==> src/cpsc_pkg.sv <==
// Constants, register map and types of the charger pin status control block.
// Assumes a single 40 MHz core clock and an APB register port.
//
// Functional notes
// In ship mode the battery-to-system switch stays open.
// A low pulse of ship_exit_pulse_time on the control input leaves ship mode.
// Without input source, 10s low pulse opens switch 310ms, then recloses.
// Status change or fault gives one 256us low pulse on host_alert_n.
// Default input current limit: 500mA if source select high, 2.4A if low.
// Host may overwrite the limit through the 5-bit limit field.
// input_good_n low only for valid input voltage and limit above 30mA.
// Charge status pin low while charging.
// Charge status pin released when charge done or in sleep.
// Charge status pin blinks at 1Hz, 50% duty on fault suspend.
// Status pin function field can disable the status pin.
// direct_charge_enable_out high when its control bit is set.
// Each data line voltage follows its own 2-bit setting field.
// Charging enabled only with charge_config_bit 1 and charge_enable_in_n low.
// Long pulse intervals are timed by a counter; act only after full time.
`default_nettype none
package cpsc_pkg;
   localparam int unsigned CLK_HZ = 40_000_000;
   localparam int unsigned SHIP_EXIT_MS = 1000;
   localparam int unsigned RESET_PULSE_MS = 10000;
   localparam int unsigned SWITCH_OFF_MS = 310;
   localparam int unsigned ALERT_US = 256;
   localparam int unsigned BLINK_HALF_MS = 500;
   localparam int unsigned SHIP_EXIT_CYC = SHIP_EXIT_MS * (CLK_HZ / 1000);
   localparam int unsigned RESET_PULSE_CYC = RESET_PULSE_MS * (CLK_HZ / 1000);
   localparam int unsigned SWITCH_OFF_CYC = SWITCH_OFF_MS * (CLK_HZ / 1000);
   localparam int unsigned ALERT_CYC = ALERT_US * (CLK_HZ / 1_000_000);
   localparam int unsigned BLINK_HALF_CYC = BLINK_HALF_MS * (CLK_HZ / 1000);
   // Register byte offsets
   localparam logic [7:0] REG_CTRL = 8'h00;
   localparam logic [7:0] REG_LIMIT = 8'h04;
   localparam logic [7:0] REG_STATUS = 8'h08;
   localparam logic [7:0] REG_IRQ_STAT = 8'h0C;
   localparam logic [7:0] REG_IRQ_CLR = 8'h10;
   localparam logic [7:0] REG_IRQ_EN = 8'h14;
   // CTRL fields
   localparam int CTRL_CHG_CFG = 0;
   localparam int CTRL_DIRECT_CHG = 1;
   localparam int CTRL_SHIP = 2;
   localparam int CTRL_STATFN_LO = 4;
   localparam int CTRL_DP_LO = 8;
   localparam int CTRL_DM_LO = 12;
   localparam logic [31:0] CTRL_RESET = 32'h0000_0001;
   // LIMIT fields: bit 5 marks a host override of the pin default
   localparam int LIM_OVR = 5;
   localparam logic [4:0] LIMIT_500MA = 5'h04;
   localparam logic [4:0] LIMIT_2400MA = 5'h17;
   localparam logic [1:0] STATFN_OFF = 2'h3;
   // Interrupt bits
   localparam int IRQ_STAT_CHG = 0;
   localparam int IRQ_FAULT = 1;
   localparam int IRQ_PWR_RST = 2;
   localparam int IRQ_W = 3;
   typedef enum logic [1:0] {
      SW_ON = 2'b00,
      SW_SHIP = 2'b01,
      SW_RESET_OFF = 2'b10
   } cpsc_sw_t;
endpackage : cpsc_pkg
`default_nettype wire

==> src/cpsc_sync.sv <==
// Two-flop synchroniser for a pin level.
// Assumes the pin is asynchronous to CORE_CLK.
`default_nettype none
module cpsc_sync #(
   parameter logic RST_VAL = 1'b1
) (
   input wire logic clk, // Core clock
   input wire logic rst, // Async reset, active high
   input wire logic d, // Pin level
   output logic q // Synchronised level
);
   logic meta_q;
   // First flop only feeds the second
   always_ff @(posedge clk or posedge rst) begin
      if (rst) begin
         meta_q <= RST_VAL;
         q <= RST_VAL;
      end else begin
         meta_q <= d;
         q <= meta_q;
      end
   end
endmodule : cpsc_sync
`default_nettype wire

==> src/cpsc_blink.sv <==
// Free running 1Hz, 50% duty square wave for the status pin.
// Assumes a 40 MHz core clock.
`default_nettype none
module cpsc_blink
   import cpsc_pkg::*;
(
   input wire logic clk, // Core clock
   input wire logic rst, // Async reset, active high
   output logic wave // 1Hz square wave
);
   logic [24:0] cnt_q;
   // Toggle every half period
   always_ff @(posedge clk or posedge rst) begin
      if (rst) begin
         cnt_q <= '0;
         wave <= 1'b0;
      end else if (cnt_q == 25'(BLINK_HALF_CYC - 1)) begin
         cnt_q <= '0;
         wave <= ~wave;
      end else begin
         cnt_q <= cnt_q + 25'd1;
      end
   end
endmodule : cpsc_blink
`default_nettype wire

==> src/cpsc_top.sv <==
// Pin control and status logic of a single-cell charger, with APB registers.
// Assumes analog monitors give synchronous-to-nothing levels; all are synchronised.
`default_nettype none
module cpsc_top
   import cpsc_pkg::*;
#(
   parameter int unsigned SHIP_EXIT_CYCLES = SHIP_EXIT_CYC,
   parameter int unsigned RESET_PULSE_CYCLES = RESET_PULSE_CYC,
   parameter int unsigned SWITCH_OFF_CYCLES = SWITCH_OFF_CYC,
   parameter int unsigned ALERT_CYCLES = ALERT_CYC
) (
   input wire logic CORE_CLK, // 40 MHz clock
   input wire logic SYS_RST, // Async reset, active high
   input wire logic PSEL, // APB select
   input wire logic PENABLE, // APB enable
   input wire logic PWRITE, // APB direction
   input wire logic [7:0] PADDR, // APB byte address
   input wire logic [31:0] PWDATA, // APB write data
   output logic [31:0] PRDATA, // APB read data
   output logic PREADY, // APB ready
   output logic PSLVERR, // APB error
   input wire logic SWITCH_CONTROL_IN_N, // Button pin, low active
   input wire logic SOURCE_SELECT_IN, // Source select pin
   input wire logic CHARGE_ENABLE_IN_N, // Charge enable pin, low active
   input wire logic SOURCE_PRESENT, // Input source attached
   input wire logic INPUT_VOLT_OK, // Between UVLO and overvoltage limit
   input wire logic ABOVE_SLEEP, // Above sleep threshold
   input wire logic CHARGING, // Charge in progress
   input wire logic CHARGE_DONE, // Charge complete
   input wire logic CHARGE_FAULT, // Charge suspended on fault
   output logic BATTERY_SYSTEM_SWITCH, // 1 closes battery to system rail
   output logic HOST_ALERT_N_O, // Alert pin drive value
   output logic HOST_ALERT_N_OE, // Alert pin drive enable
   output logic INPUT_GOOD_N_O, // Power good pin drive value
   output logic INPUT_GOOD_N_OE, // Power good pin drive enable
   output logic STATUS_PIN_O, // Status pin drive value
   output logic STATUS_PIN_OE, // Status pin drive enable
   output logic DIRECT_CHARGE_ENABLE_OUT, // External direct charger enable
   output logic CHARGE_ENABLE, // Internal charge enable
   output logic [4:0] INPUT_CURRENT_LIMIT, // Active limit code
   output logic [1:0] PLUS_LINE_VOLTAGE, // D plus voltage select
   output logic [1:0] MINUS_LINE_VOLTAGE, // D minus voltage select
   output logic IRQ // Level interrupt
);
   logic btn_n, psel_pin, ce_n, src, vok, slp, chg, done, flt, blink;
   logic [31:0] ctrl_q;
   logic [5:0] limit_q;
   logic [IRQ_W-1:0] irq_stat_q, irq_en_q;
   wire logic [IRQ_W-1:0] ev;
   cpsc_sw_t sw_q;
   logic [31:0] low_cnt_q, tmr_q, alert_cnt_q;
   logic ship_done_q, rst_done_q, chg_q, flt_q;
   logic wr;

   // Pins from outside are synchronised
   cpsc_sync #(.RST_VAL(1'b1)) u_btn (.clk(CORE_CLK), .rst(SYS_RST), .d(SWITCH_CONTROL_IN_N),
      .q(btn_n));
   cpsc_sync #(.RST_VAL(1'b1)) u_psl (.clk(CORE_CLK), .rst(SYS_RST), .d(SOURCE_SELECT_IN),
      .q(psel_pin));
   cpsc_sync #(.RST_VAL(1'b1)) u_ce (.clk(CORE_CLK), .rst(SYS_RST), .d(CHARGE_ENABLE_IN_N),
      .q(ce_n));
   cpsc_sync #(.RST_VAL(1'b0)) u_src (.clk(CORE_CLK), .rst(SYS_RST), .d(SOURCE_PRESENT),
      .q(src));
   cpsc_sync #(.RST_VAL(1'b0)) u_vok (.clk(CORE_CLK), .rst(SYS_RST), .d(INPUT_VOLT_OK),
      .q(vok));
   cpsc_sync #(.RST_VAL(1'b0)) u_slp (.clk(CORE_CLK), .rst(SYS_RST), .d(ABOVE_SLEEP),
      .q(slp));
   cpsc_sync #(.RST_VAL(1'b0)) u_chg (.clk(CORE_CLK), .rst(SYS_RST), .d(CHARGING),
      .q(chg));
   cpsc_sync #(.RST_VAL(1'b0)) u_dne (.clk(CORE_CLK), .rst(SYS_RST), .d(CHARGE_DONE),
      .q(done));
   cpsc_sync #(.RST_VAL(1'b0)) u_flt (.clk(CORE_CLK), .rst(SYS_RST), .d(CHARGE_FAULT),
      .q(flt));

   cpsc_blink u_blink (.clk(CORE_CLK), .rst(SYS_RST), .wave(blink));

   // APB: zero wait states, access phase completes at once
   assign wr = PSEL && PENABLE && PWRITE;

   function automatic logic addr_ok(input logic [7:0] a);
      addr_ok = (a == REG_CTRL) || (a == REG_LIMIT) || (a == REG_STATUS) ||
         (a == REG_IRQ_STAT) || (a == REG_IRQ_CLR) || (a == REG_IRQ_EN);
   endfunction : addr_ok

   // Control register; ship request bit self clears once taken
   always_ff @(posedge CORE_CLK or posedge SYS_RST) begin
      if (SYS_RST) begin
         ctrl_q <= CTRL_RESET;
      end else if (wr && PADDR == REG_CTRL) begin
         ctrl_q <= PWDATA & 32'h0000_3337;
      end else if (sw_q == SW_SHIP) begin
         ctrl_q[CTRL_SHIP] <= 1'b0;
      end
   end

   // Limit register; a host write overrides the pin default
   always_ff @(posedge CORE_CLK or posedge SYS_RST) begin
      if (SYS_RST) begin
         limit_q <= '0;
      end else if (wr && PADDR == REG_LIMIT) begin
         limit_q <= {1'b1, PWDATA[4:0]};
      end
   end

   // Interrupt enable register
   always_ff @(posedge CORE_CLK or posedge SYS_RST) begin
      if (SYS_RST) begin
         irq_en_q <= '0;
      end else if (wr && PADDR == REG_IRQ_EN) begin
         irq_en_q <= PWDATA[IRQ_W-1:0];
      end
   end

   // Event edges of charge status and fault
   always_ff @(posedge CORE_CLK or posedge SYS_RST) begin
      if (SYS_RST) begin
         chg_q <= 1'b0;
         flt_q <= 1'b0;
      end else begin
         chg_q <= chg;
         flt_q <= flt;
      end
   end
   assign ev[IRQ_STAT_CHG] = (chg != chg_q);
   assign ev[IRQ_FAULT] = flt && !flt_q;
   assign ev[IRQ_PWR_RST] = rst_done_q;

   // Sticky status; a new event wins over a clear in the same cycle
   always_ff @(posedge CORE_CLK or posedge SYS_RST) begin
      if (SYS_RST) begin
         irq_stat_q <= '0;
      end else if (wr && PADDR == REG_IRQ_CLR) begin
         irq_stat_q <= (irq_stat_q & ~PWDATA[IRQ_W-1:0]) | ev;
      end else begin
         irq_stat_q <= irq_stat_q | ev;
      end
   end

   always_ff @(posedge CORE_CLK or posedge SYS_RST) begin
      if (SYS_RST) begin
         IRQ <= 1'b0;
      end else begin
         IRQ <= |(irq_stat_q & irq_en_q);
      end
   end

   // Read data and bus answer
   always_ff @(posedge CORE_CLK or posedge SYS_RST) begin
      if (SYS_RST) begin
         PRDATA <= '0;
      end else if (PSEL && !PENABLE && !PWRITE) begin
         case (PADDR)
            REG_CTRL: PRDATA <= ctrl_q;
            REG_LIMIT: PRDATA <= {26'h0, limit_q};
            REG_STATUS: PRDATA <= {21'h0, sw_q, INPUT_CURRENT_LIMIT, flt, done, chg, src};
            REG_IRQ_STAT: PRDATA <= {29'h0, irq_stat_q};
            REG_IRQ_EN: PRDATA <= {29'h0, irq_en_q};
            default: PRDATA <= '0;
         endcase
      end
   end
   always_ff @(posedge CORE_CLK or posedge SYS_RST) begin
      if (SYS_RST) begin
         PREADY <= 1'b0;
         PSLVERR <= 1'b0;
      end else begin
         PREADY <= PSEL && !PENABLE;
         PSLVERR <= PSEL && !PENABLE && !addr_ok(PADDR);
      end
   end

   // Low time of the control input, saturating
   always_ff @(posedge CORE_CLK or posedge SYS_RST) begin
      if (SYS_RST) begin
         low_cnt_q <= '0;
      end else if (btn_n) begin
         low_cnt_q <= '0;
      end else if (low_cnt_q != 32'hFFFF_FFFF) begin
         low_cnt_q <= low_cnt_q + 32'd1;
      end
   end

   // Switch state machine; one action per held pulse
   always_ff @(posedge CORE_CLK or posedge SYS_RST) begin
      if (SYS_RST) begin
         sw_q <= SW_ON;
         tmr_q <= '0;
         ship_done_q <= 1'b0;
         rst_done_q <= 1'b0;
      end else begin
         rst_done_q <= 1'b0;
         if (btn_n) begin
            ship_done_q <= 1'b0;
         end
         case (sw_q)
            SW_ON: begin
               if (ctrl_q[CTRL_SHIP]) begin
                  sw_q <= SW_SHIP;
               end else if (!src && !ship_done_q && low_cnt_q == RESET_PULSE_CYCLES) begin
                  sw_q <= SW_RESET_OFF;
                  tmr_q <= '0;
                  ship_done_q <= 1'b1;
               end
            end
            SW_SHIP: begin
               if (low_cnt_q == SHIP_EXIT_CYCLES) begin
                  sw_q <= SW_ON;
                  ship_done_q <= 1'b1;
               end
            end
            SW_RESET_OFF: begin
               if (tmr_q == SWITCH_OFF_CYCLES - 1) begin
                  sw_q <= SW_ON;
                  rst_done_q <= 1'b1;
               end else begin
                  tmr_q <= tmr_q + 32'd1;
               end
            end
            default: sw_q <= SW_ON;
         endcase
      end
   end

   // Switch output: open in ship mode and during reset off time
   always_ff @(posedge CORE_CLK or posedge SYS_RST) begin
      if (SYS_RST) begin
         BATTERY_SYSTEM_SWITCH <= 1'b1;
      end else begin
         BATTERY_SYSTEM_SWITCH <= (sw_q == SW_ON);
      end
   end

   // Alert pulse, retriggered by each status change or fault event
   always_ff @(posedge CORE_CLK or posedge SYS_RST) begin
      if (SYS_RST) begin
         alert_cnt_q <= '0;
         HOST_ALERT_N_OE <= 1'b0;
      end else if (ev[IRQ_STAT_CHG] || ev[IRQ_FAULT]) begin
         alert_cnt_q <= ALERT_CYCLES - 1;
         HOST_ALERT_N_OE <= 1'b1;
      end else if (alert_cnt_q != 0) begin
         alert_cnt_q <= alert_cnt_q - 32'd1;
      end else begin
         HOST_ALERT_N_OE <= 1'b0;
      end
   end

   // Open drain pins and plain outputs
   always_ff @(posedge CORE_CLK or posedge SYS_RST) begin
      if (SYS_RST) begin
         HOST_ALERT_N_O <= 1'b0;
         INPUT_GOOD_N_O <= 1'b0;
         STATUS_PIN_O <= 1'b0;
         INPUT_GOOD_N_OE <= 1'b0;
         STATUS_PIN_OE <= 1'b0;
         DIRECT_CHARGE_ENABLE_OUT <= 1'b0;
         CHARGE_ENABLE <= 1'b0;
         INPUT_CURRENT_LIMIT <= LIMIT_500MA;
         PLUS_LINE_VOLTAGE <= '0;
         MINUS_LINE_VOLTAGE <= '0;
      end else begin
         HOST_ALERT_N_O <= 1'b0;
         INPUT_GOOD_N_O <= 1'b0;
         STATUS_PIN_O <= 1'b0;
         // Limit code 0 is the lowest step, taken as not above 30mA
         INPUT_GOOD_N_OE <= vok && slp && (INPUT_CURRENT_LIMIT != 5'h00);
         if (ctrl_q[CTRL_STATFN_LO +: 2] == STATFN_OFF) begin
            STATUS_PIN_OE <= 1'b0;
         end else if (flt) begin
            STATUS_PIN_OE <= blink;
         end else if (chg && !done && slp) begin
            STATUS_PIN_OE <= 1'b1;
         end else begin
            STATUS_PIN_OE <= 1'b0;
         end
         DIRECT_CHARGE_ENABLE_OUT <= ctrl_q[CTRL_DIRECT_CHG];
         CHARGE_ENABLE <= ctrl_q[CTRL_CHG_CFG] && !ce_n;
         INPUT_CURRENT_LIMIT <= limit_q[LIM_OVR] ? limit_q[4:0] :
            (psel_pin ? LIMIT_500MA : LIMIT_2400MA);
         PLUS_LINE_VOLTAGE <= ctrl_q[CTRL_DP_LO +: 2];
         MINUS_LINE_VOLTAGE <= ctrl_q[CTRL_DM_LO +: 2];
      end
   end

   // Assertions
   ship_open_a: assert property (@(posedge CORE_CLK) disable iff (SYS_RST)
      sw_q == SW_SHIP |=> !BATTERY_SYSTEM_SWITCH)
      else $error("switch closed in ship mode");
   ship_exit_a: assert property (@(posedge CORE_CLK) disable iff (SYS_RST)
      sw_q == SW_SHIP && !btn_n && low_cnt_q == SHIP_EXIT_CYCLES |=> ##1 BATTERY_SYSTEM_SWITCH)
      else $error("ship exit missed");
   reset_off_a: assert property (@(posedge CORE_CLK) disable iff (SYS_RST)
      sw_q == SW_ON && $past(sw_q) == SW_RESET_OFF |-> $past(tmr_q) == SWITCH_OFF_CYCLES - 1)
      else $error("reset off time wrong");
   alert_pulse_a: assert property (@(posedge CORE_CLK) disable iff (SYS_RST)
      $rose(HOST_ALERT_N_OE) |-> alert_cnt_q == ALERT_CYCLES - 1)
      else $error("alert pulse length wrong");
   limit_pin_a: assert property (@(posedge CORE_CLK) disable iff (SYS_RST)
      !limit_q[LIM_OVR] && $stable(psel_pin) && psel_pin |=> INPUT_CURRENT_LIMIT == LIMIT_500MA)
      else $error("pin limit wrong");
   good_pin_a: assert property (@(posedge CORE_CLK) disable iff (SYS_RST)
      !vok |=> !INPUT_GOOD_N_OE)
      else $error("power good with bad input");
   stat_chg_a: assert property (@(posedge CORE_CLK) disable iff (SYS_RST)
      chg && !done && slp && !flt && ctrl_q[5:4] != STATFN_OFF |=> STATUS_PIN_OE)
      else $error("status not low while charging");
   stat_off_a: assert property (@(posedge CORE_CLK) disable iff (SYS_RST)
      ctrl_q[5:4] == STATFN_OFF |=> !STATUS_PIN_OE)
      else $error("status pin driven while disabled");
   chg_en_a: assert property (@(posedge CORE_CLK) disable iff (SYS_RST)
      CHARGE_ENABLE |-> $past(ctrl_q[CTRL_CHG_CFG]) && !$past(ce_n))
      else $error("charge enabled without both conditions");
   // Output checks against their sources, one cycle of register delay, two for the switch
   chg_off_a: assert property (@(posedge CORE_CLK) disable iff (SYS_RST)
      !ctrl_q[CTRL_CHG_CFG] || ce_n |=> !CHARGE_ENABLE)
      else $error("charge enabled with a condition missing");
   stat_rel_a: assert property (@(posedge CORE_CLK) disable iff (SYS_RST)
      (done || !slp) && !flt |=> !STATUS_PIN_OE)
      else $error("status pin low when done or asleep");
   blink_stat_a: assert property (@(posedge CORE_CLK) disable iff (SYS_RST)
      flt && ctrl_q[5:4] != STATFN_OFF |=> STATUS_PIN_OE == $past(blink))
      else $error("status pin not blinking on fault");
   good_on_a: assert property (@(posedge CORE_CLK) disable iff (SYS_RST)
      vok && slp && INPUT_CURRENT_LIMIT != 5'h00 |=> INPUT_GOOD_N_OE)
      else $error("power good missing with good input");
   direct_chg_a: assert property (@(posedge CORE_CLK) disable iff (SYS_RST)
      1'b1 |=> DIRECT_CHARGE_ENABLE_OUT == $past(ctrl_q[CTRL_DIRECT_CHG]))
      else $error("direct charge enable differs from its bit");
   line_volt_a: assert property (@(posedge CORE_CLK) disable iff (SYS_RST)
      1'b1 |=> PLUS_LINE_VOLTAGE == $past(ctrl_q[CTRL_DP_LO +: 2]) &&
      MINUS_LINE_VOLTAGE == $past(ctrl_q[CTRL_DM_LO +: 2]))
      else $error("data line voltage differs from its field");
   limit_ovr_a: assert property (@(posedge CORE_CLK) disable iff (SYS_RST)
      limit_q[LIM_OVR] |=> INPUT_CURRENT_LIMIT == $past(limit_q[4:0]))
      else $error("host limit not applied");
   reset_pulse_a: assert property (@(posedge CORE_CLK) disable iff (SYS_RST)
      sw_q == SW_ON && !ctrl_q[CTRL_SHIP] && !src && !ship_done_q &&
      low_cnt_q == RESET_PULSE_CYCLES |=> ##1 !BATTERY_SYSTEM_SWITCH)
      else $error("long pulse did not open the switch");
   cov_ship: cover property (@(posedge CORE_CLK) sw_q == SW_SHIP ##[1:1000] sw_q == SW_ON);
   cov_reset: cover property (@(posedge CORE_CLK) rst_done_q);
   cov_alert: cover property (@(posedge CORE_CLK) $fell(HOST_ALERT_N_OE));
   cov_override: cover property (@(posedge CORE_CLK) limit_q[LIM_OVR] && INPUT_GOOD_N_OE);
endmodule : cpsc_top
`default_nettype wire

==> config.mk <==
export PLATFORM = sky130hd
export DESIGN_NAME = cpsc_top
export DESIGN_NICKNAME = d
export VERILOG_FILES = /design/src/cpsc_pkg.sv /design/src/cpsc_sync.sv /design/src/cpsc_blink.sv /design/src/cpsc_top.sv
export SDC_FILE = /design/constraint.sdc
export NUM_CORES = 1
export LEC_CHECK = 0
export ABC_AREA = 1
export BUFFER_PORTS_ARGS = -buffer_cell sky130_fd_sc_hd__buf_4
export CAP_MARGIN = 10
export CORE_MARGIN = 2
export CORE_UTILIZATION = 30
export CTS_BUF_LIST = sky130_fd_sc_hd__clkbuf_8
export CTS_CLUSTER_DIAMETER = 80
export DETAILED_ROUTE_END_ITERATION = 16
export HOLD_SLACK_MARGIN = 0.15
export PLACE_DENSITY = 0.56
export SKIP_LAST_GASP = 1
export SYNTH_ARGS = -nofsm -noshare
export SYNTH_HDL_FRONTEND = slang
export SYNTH_SLANG_ARGS = --single-unit
export TNS_END_PERCENT = 1
==> constraint.sdc <==
create_clock -name CORE_CLK -period 5.2 [get_ports CORE_CLK]
set_clock_uncertainty 0.05 [all_clocks]
set_input_delay 0.26 -clock CORE_CLK [delete_from_list [all_inputs] [get_ports CORE_CLK]]
set_output_delay 0.26 -clock CORE_CLK [all_outputs]
set_load 0.005 [all_outputs]
Word level (Yosys, flattened, before mapping)
Index checks and enable logic that the tools add are counted.
{"block": "word_totals", "ff_bits": 217, "in_bits": 54}
{"block": "op_classes", "n_reduce_logical": 42, "add_sub_neg": 4, "n_bitwise": 6, "n_eq_ne": 21, "mux": 32}
{"op": "2-to-1 mux 32 bit", "count": 7}
{"op": "case mux 14 bit (5 select lines)", "count": 1}
{"op": "adder 32 x 1 -> 32 bit (second input constant)", "count": 2}
{"op": "case mux 32 bit (2 select lines)", "count": 1}
{"op": "equality test 32 x 24 -> 1 bit (second input constant)", "count": 1}
{"op": "equality test 32 x 26 -> 1 bit (second input constant)", "count": 1}
{"op": "equality test 32 x 29 -> 1 bit (second input constant)", "count": 1}
{"op": "!= test 32 bit (second input constant)", "count": 1}
{"op": "nonzero test 32 bit", "count": 1}
{"op": "subtractor 32 x 1 -> 32 bit (second input constant)", "count": 1}
{"op": "adder 25 x 1 -> 25 bit (second input constant)", "count": 1}
{"op": "equality test 25 bit (second input constant)", "count": 1}
{"op": "2-to-1 mux 25 bit", "count": 1}
{"op": "logical AND 1 bit", "count": 17}
{"op": "equality test 8 x 4 -> 1 bit (second input constant)", "count": 2}
{"op": "equality test 8 x 5 -> 1 bit (second input constant)", "count": 2}
{"op": "2-to-1 mux 1 bit", "count": 13}
{"op": "2-to-1 mux 5 bit", "count": 2}
{"op": "!= test 2 bit (second input constant)", "count": 5}
{"op": "equality test 8 x 3 -> 1 bit (second input constant)", "count": 1}
{"op": "logical NOT 1 bit", "count": 8}
{"op": "logical NOT 8 bit", "count": 1}
{"op": "2-to-1 mux 2 bit", "count": 4}
{"op": "nonzero test 2 bit", "count": 4}
{"op": "18 further kinds", "count": 26}

Logic depth before layout (Yosys ltp)
Gate-level depths: netlist (run 1).
{"block": "logic_depth", "word_depth": 8, "depth_mapped": 11}

Cells and area by module
From an unflattened synthesis (run 1), not the netlist that was laid out.
{"block": "unflattened", "cells_unflattened": 1564, "area_unflattened_um2": 11305.8}
{"mod": "cpsc_top", "area_each_um2": 9286.4, "cells_per_inst": 1334, "n_inst": 1}
{"mod": "cpsc_blink", "area_each_um2": 1527.7, "cells_per_inst": 203, "n_inst": 1}
{"mod": "cpsc_sync (u_chg ...)", "area_each_um2": 53.8, "cells_per_inst": 3, "n_inst": 6}
{"mod": "cpsc_sync (u_btn ...)", "area_each_um2": 56.3, "cells_per_inst": 3, "n_inst": 3}

Least setup slack after synthesis (run 1)
No wires, ideal clock.
{"block": "synth_path", "path_type": "register -> register", "start": "register alert_cnt_q[0]", "end": "register alert_cnt_q[11]", "stages_incl_launch_ff": 9, "arrival_ps": 1570, "setup_time_ps": 121, "n_path_buf": 1, "synth_period_minus_slack_ps": 1741, "path_slack_ps": 3459, "required_ps": 5029, "cell_sequence": "dfrtp_1 inv_1 ha_1 nand2_1 nor2_4 nand2_1 nor3_1 buf_2 nor2_1"}
{"block": "synth_between", "elab_chain_len": 3, "word_cells_on_any_way": 5, "classes_between": "add/sub (1); mux (2); reduce/logical (2)"}
{"item": "start, declared", "line_no": "cpsc_top.sv:51", "source": "logic [31:0] low_cnt_q, tmr_q, alert_cnt_q;"}
{"item": "start signal, assigned", "line_no": "cpsc_top.sv:239", "source": "alert_cnt_q <= ALERT_CYCLES - 1;"}
{"item": "start signal, assigned", "line_no": "cpsc_top.sv:242", "source": "alert_cnt_q <= alert_cnt_q - 32'd1;"}
{"item": "subtractor 32 x 1 -> 32 bit", "line_no": "cpsc_top.sv:242"}
{"item": "2-to-1 mux 32 bit", "line_no": "cpsc_top.sv:241", "source": "end else if (alert_cnt_q != 0) begin"}
{"item": "2-to-1 mux 32 bit", "line_no": "cpsc_top.sv:238", "source": "end else if (ev[IRQ_STAT_CHG] || ev[IRQ_FAULT]) begin"}
Several ways; a longest one is shown, not always the timed one. The select of a mux whose other input is x is not followed.
A chain may end at the register's enable or synchronous reset.

Worst setup path after layout (run 1)
{"block": "layout_path", "start": "register u_btn.q", "end": "register low_cnt_q[2]"}
{"block": "layout_between", "elab_chain_len": 1, "word_cells_on_any_way": 2, "classes_between": "mux (1); reduce/logical (1)"}
{"item": "start, declared", "line_no": "cpsc_sync.sv:10", "source": "output logic q"}
{"item": "start signal, assigned", "line_no": "cpsc_sync.sv:20", "source": "q <= meta_q;"}
{"item": "2-to-1 mux 32 bit or nonzero test 2 bit (tied branches)"}
{"item": "end signal, assigned", "line_no": "cpsc_top.sv:179", "source": "low_cnt_q <= low_cnt_q + 32'd1;"}
{"item": "end, declared", "line_no": "cpsc_top.sv:51"}
Several ways; a longest one is shown, not always the timed one.

==> results of run 1 <==
-- critical path, cell delays in order (launching register included) --
cell and delay (ps):
dfstp_2 640, clkinv_1 730, nand3_1 510, buf_4 380
o31ai_1 120
-- placed cells by master (no fill, tap or decap), drive strengths merged, types with 3 or more instances in the layout --
cell	Yosys	layout
buf	41	67
o21bai	8	8
xor2	18	18
dfstp	9	9
o21ai	43	43
nand2	472	472
nor3b	4	4
dfrtp	189	189
clkinvlp	0	5
nor3	43	43
inv	177	182
a21oi	6	6
nand3	184	184
ha	5	5
or2	15	15
conb	1	22
nor2	266	266
clkbuf	7	17
nand4	25	25
o31ai	12	12
clkinv	1	3
dlygate4sd3	0	25
mux2	5	5
xnor2	6	6
-- where the power goes --
group,total [µW],internal (µW),switching [µW]
Combinational,156,56.7,99.4
Sequential,1580,1570,16.2
Clock,1010,431,579
Total,2750,2050,695
-- synthesized netlist by cell type (all sizes together), types with 2 or more instances --
library cell / count
nand2: 472
nor2: 266
dfrtp: 189
nand3: 184
inv: 177
nor3: 43
o21ai: 43
buf: 41
nand4: 25
xor2: 18
or2: 15
o31ai: 12
dfstp: 9
o21bai: 8
clkbuf: 7
a21oi: 6
xnor2: 6
ha: 5
mux2: 5
nor3b: 4
nand3b: 2
o211ai: 2
-- sequential cells by signal, indices dropped and copies added (netlist names), 2 cells and up --
name,cells
PRDATA,13
low_cnt_q,32
irq_en_q,3
tmr_q,32
PLUS_LINE_VOLTAGE,2
u_blink.cnt_q,25
irq_stat_q,3
INPUT_CURRENT_LIMIT,5
alert_cnt_q,32
ctrl_q,9
limit_q,6
sw_q,2
MINUS_LINE_VOLTAGE,2
-- worst paths after layout --
kind,depth (start not counted),to,slack (ps),startpoint
setup / recovery,4,low_cnt_q[2],2630,u_btn.q
hold / removal,4,PRDATA[10],180,PADDR[2]
setup reg to reg,4,low_cnt_q[2],2630,u_btn.q
hold reg to reg,0,u_src.q,310,u_src.meta_q
max in group asynchronous,4,tmr_q[23],3750,SYS_RST
min in group asynchronous,4,INPUT_GOOD_N_OE,600,SYS_RST
-- cell families (layout without fill, tap and decap cells) --
family | after synthesis | count (layout) | share of synthesized area [%]
buffers and inverters | 226 | 301 | 8.86
DFF | 198 | 198 | 45.0
other | 1 | 22 | 0.0340
AOI/OAI and AO/OA | 78 | 78 | 4.19
adders and majority gates | 5 | 5 | 0.567
muxes | 5 | 5 | 0.511
and+or+nand+nor | 1012 | 1012 | 38.9
xor gates and xnor gates | 24 | 24 | 1.91
-- metrics by stage --
stage	util [%]	setup slack, ps
floorplan	-	2340
global placement	32.7	2630
detailed placement	32.7	2630
CTS	34.4	2600
global route	34.4	2310
finish	34.4	2630
-- layout make-up --
class	instances	share of cell area, %
clock buffers	17	1.86
clock inverters	14	1.25
inverters	178	5.36
multi-input cells	1146	41.2
flip-flops and latches	198	39.6
well taps	468	4.67
repair buffers	92	6.10
-- routing by layer --
metal / part of all wire [%] / track usage [%] / up-vias
met2: 46 / 26.2 / 166
met4: 1.1 / 3.68 / 0
met1: 50 / 21.6 / 4585
met5: 0 / 0 / -
met3: 3.4 / 2.75 / 22
li1: - / - / 5019
==> reports/results.ini, run 1 <==
[outcome]
outcome=finished clean

[clock_tree]
cts_buffers=17
clock_latency_ps=500
postCtsHoldBufs=25
cts.sinks=198
path_clk_slew_ps=100
clockBufferDepth=2
post_cts_resized=0
htree_levels=4
ctsRootBufferMaster=clkbuf_8
cts_tree=yes
cts_setup_buffers=0

[yosys]
synth_edf_count=0
synth_ff_type=dfrtp_1
syn_inst=1549
yosysUniqueCellTypes=42
syn_area_um2=11000
yosysTopAreaCellShare_pct=42.9
synthArstFlopShare_pct=100
synth_area_leaders=dfrtp_1 43%, nand2_1 16%, nor2_1 8.9%
ys_seq_area_share_pct=45.0
synth_seq_cells=198
ys_warn_count=0
yosys.area.top_type=dfrtp_1
syn-mean-instance-area_um2=7.12

[layout]
multi_input_area_um2=5170
diodes=0
fillers=3927
regArea_um2=4970
stdcell_area_um2=12500
nets=1692
drive_gt1_share_pct=8.45
area_growth_pct=13.8
instances_no_fill=2113

[place]
dp_hpwl_um=21200
dpl-instance-area_um2=11900
gp_congestion=0.928
port_buffers=62
place_inst=2057

[timing]
min_period_ps=2570
hold_viol=0
worstMarginPinSlew_ps=1060
clock.fmax_mhz=389
tns_ps=0
drv_slew=0
rsz0062_at_grt=no
worst_hold_slack_ps=179
relSlewSlack_pct=29.0
setup_violations=0
fin_crit_sh_pct=49.5

[global_route]
grt_pass1_vias=9832
grt_util_all_layers_pct=15.8
antenna_found_initial=0
grt_pass1_wl_um=49100
overflow=0
grt_max_degree=199

[worst_setup_path]
cp-end-kind=flop
arrival_ps=2880
worstSetupPathType=flop to flop
cp-start-kind=flop
crit_required_ps=5510
path_max_fanout=29

[power]
pwr_density_cell_nw_per_um2=219
ir_drop_mv=0.140
p_leak_uw=0.00609
total_power_uw=2750

[floorplanning]
dieHeight_um=196
fp.dieArea_um2=38300
die_w_um=196
core-area_um2=36400
io_pins=107
row_count=70
start_util_pct=30.3

[route]
detail_route.first_pass.iterations=5
drt_iter0_drc=620
via_per_inst=4.63
wire_per_inst_um=13.6
antenna_left=0
drc_errors=0
via_count=9792
routed_wl_um=28700

[min_path]
hold_path.class=primary input to flop

[flow_run]
maxCapViolCount=0

(Power assumes the default switching activity.)
==> run 2, diff against run 1 <==
Settings changed: ABC_AREA 1 to 0.
Clock period 5.2 ns to 2.2 ns, I/O delays scaled along.
==> run 2 against run 1 <==
The flow now finishes with violations (setup timing). Core utilization up 3.8 points. Critical path depth up 4. Register-to-register slack got worse by 2800 ps. Largest power group unchanged.
==> reports/results.ini, run 2 <==
[worst_setup_path]
path_max_fanout=5  ; -83%
r2r_cells=5  ; +1
crit_required_ps=2520  ; -2990 ps
arrival_ps=2740  ; -140 ps
worstSetupPathType=primary input to flop
cp-start-kind=primary input
cp-end-kind=flop

[global_route]
grt_pass1_vias=7539  ; -23%
busiest_layer=met2
overflow=0  ; unchanged
grt_use_met1_pct=20.6  ; -1.0 points
met3_usage_pct=2.65  ; -0.10 points
grt_util_all_layers_pct=14.6  ; -1.2 points
grtUsageMet2_pct=23.4  ; -2.8 points
grt_pass1_wl_um=39300  ; -20%
grt_max_degree=115  ; -42%
antenna_found_initial=0  ; unchanged

[timing]
setup_violations=39  ; +39
hold_viol=0  ; unchanged
worstMarginPinSlew_ps=680  ; -385 ps
relSlewSlack_pct=54.7  ; +26 points
tns_ps=-4690  ; -4690 ps
worst_slack_ps=-219  ; -2850 ps
clock.fmax_mhz=413
fin_crit_sh_pct=110
rsz0062_at_grt=yes
min_period_ps=2420
drv_slew=0  ; unchanged

[yosys]
yosysUniqueCellTypes=65  ; +55%
synth_area_leaders=dfrtp_1 50%, nor2_1 3.5%, xnor2_1 3.3%
syn_area_um2=9440  ; -14%
ys_seq_area_share_pct=52.6  ; +7.6 points
yosysTopAreaCellShare_pct=50.1  ; +7.2 points
yosys.area.top_type=dfrtp_1
yosysMostFrequentCell=dfrtp_1
synth_commonest_cells=189 x dfrtp_1, 89 x nor2_1, 70 x nand2_1
synthArstFlopShare_pct=100  ; unchanged
ys_warn_count=0  ; unchanged
synth_ff_type=dfrtp_1
syn-mean-instance-area_um2=10.1  ; +42%
synth_seq_cells=198  ; unchanged
syn_inst=935  ; -40%
synth_edf_count=0  ; unchanged

[layout]
nets=1173  ; -31%
area_growth_pct=24.9
final_common_cell=dfrtp_1
diodes=0  ; unchanged
drive_gt1_share_pct=20.1  ; +12 points
most-common-layout-cells=189 x dfrtp_1, 145 x buf_4, 89 x nor2_1
reg.largest.list=alert_cnt_q x32, low_cnt_q x32, tmr_q x32

[power]
swShare_pct=27.4  ; +2.1 points
p_leak_uw=0.00514  ; -16%
p_clk_share_pct=38.2  ; +1.5 points
p_sw_uw=1850  ; +170%
p_seq_share_pct=55.6  ; -2.0 points
total_power_uw=6740  ; +150%
pwr-share-comb_pct=6.2  ; +0.5 points
ir_drop_mv=0.350  ; +150%
p_int_uw=4890  ; +140%
pwr_density_cell_nw_per_um2=571  ; +160%

[route]
via_count=7704  ; -21%
via_per_inst=5.06  ; +9.2%
drt_iter0_drc=517  ; -17%
routed_wl_um=23300  ; -19%
detail_route.first_pass.iterations=6  ; +1
wire_per_inst_um=15.3  ; +13%
antenna_left=0  ; unchanged
drc_errors=0  ; unchanged

[clock_tree]
path_clk_slew_ps=130  ; +30 ps
cts_tree=yes
cts.sinks=198  ; unchanged
htree_levels=4  ; unchanged
cts_buffers=17  ; unchanged
clockBufferDepth=2  ; unchanged
clock_latency_ps=490  ; about the same
ctsRootBufferMaster=clkbuf_8

[outcome]
violations=setup timing
outcome=complete, but fails checks

[place]
port_buffers=62  ; unchanged
gp_congestion=0.785  ; -15%
dp_hpwl_um=16400  ; -23%

[floorplanning]
core-area_um2=30800  ; -15%
start_util_pct=30.6  ; +0.37 points
io_pins=107  ; unchanged
fp.dieArea_um2=32900  ; -14%
row_count=64  ; -8.6%
die_w_um=181  ; -7.3%
dieHeight_um=181  ; -7.3%

[flow_run]
maxCapViolCount=0  ; unchanged

[min_path]
hold_path.class=primary input to flop
hold_depth=5  ; +1

[run 2: changes by cell type after synthesis, moves of 21 or more]
cell and delta:
nor4_1 +23, nor2_1 -172, xnor2_1 +30, a21oi_1 +38, clkbuf_1 +21, nand3_1 -132, or3_1 +25, inv_1 -154
nand2_1 -397
[run 2: cell families (layout without fill, tap and decap cells)]
family	Yosys count	count (layout)	synth area share [%]
flip-flops	198	198	52.6
multiplexers	22	22	2.53
AO/OA/AOI/OAI	148	148	10.2
other	1	22	0.0397
adder cells (fa/ha/maj)	5	5	0.663
XOR/XNOR	64	64	5.94
AND/OR/NAND/NOR	420	421	24.0
buffers and inverters	77	247	4.06
[run 2: metal layers]
layer	wire length, µm	share of wire [%]
met1	11400	49
met2	11000	47
met3	727	3.1
met4	159	0.68
met5	0	0
[run 2: path summary, 6_finish.rpt]
check	startpoint	to	slack, ps
setup / recovery	PADDR[1]	ctrl_q[4]	-220
hold / removal	PADDR[3]	PRDATA[2]	180
setup reg to reg	alert_cnt_q[11]	alert_cnt_q[27]	-210
hold reg to reg	u_vok.meta_q	u_vok.q	310
max in group asynchronous	SYS_RST	u_slp.q	1230
min in group asynchronous	SYS_RST	alert_cnt_q[6]	240
[run 2: worst max-delay path, stage by stage]
cell and delay [ps]:
buf_4 110, dlygate4sd3_1 560, or3_1 420, nor3b_2 240, nand4_1 140, buf_4 160
dlygate4sd3_1 660, mux2_2 310
[run 2: final cells by class]
| cell class | instances | area [µm²] |
|---|---|---|
| fill | 3019 | 19000 |
| sequential | 198 | 4970 |
| multi-input combinational | 682 | 4210 |
| timing repair buffer | 192 | 1600 |
| tap | 396 | 495 |
| clock buffer | 17 | 234 |
| clock inverter | 15 | 205 |
| inverter | 23 | 90.1 |
[run 2: per-stage QoR]
| step | instances | worst slack (ps) | hold slack (ps) | instance area [µm²] | util (%) |
|---|---|---|---|---|---|
| floorplan | 956 | -513 | 64.5 | 9520 | - |
| global placement | 1446 | -232 | 169 | 10900 | 35.3 |
| detailed placement | 1446 | -246 | 169 | 10900 | 35.3 |
| CTS | 1520 | -220 | 161 | 11800 | 38.1 |
| global route | 1523 | -286 | 174 | 11800 | 38.3 |
| finish | 1523 | -219 | 185 | 11800 | 38.3 |
[run 2: what timing repair did]
item,in CTS,in global routing
hold buffers,41,0
gates cloned,1,1
hold endpoints to repair,236,0
buffers inserted,0,2
pin swaps,1,2
setup endpoints to repair,31,56
gates resized for setup,3,4
[run 2: power groups by stage]
stage                     Combinational (µW)  Sequential, µW  Clock, µW
after CTS                                428            3750       2680
after detailed placement                 376            3820          0
after global routing                     471            3750       2810
after floorplan                          200            3810          0
after global placement                   372            3820          0
final                                    418            3750       2570
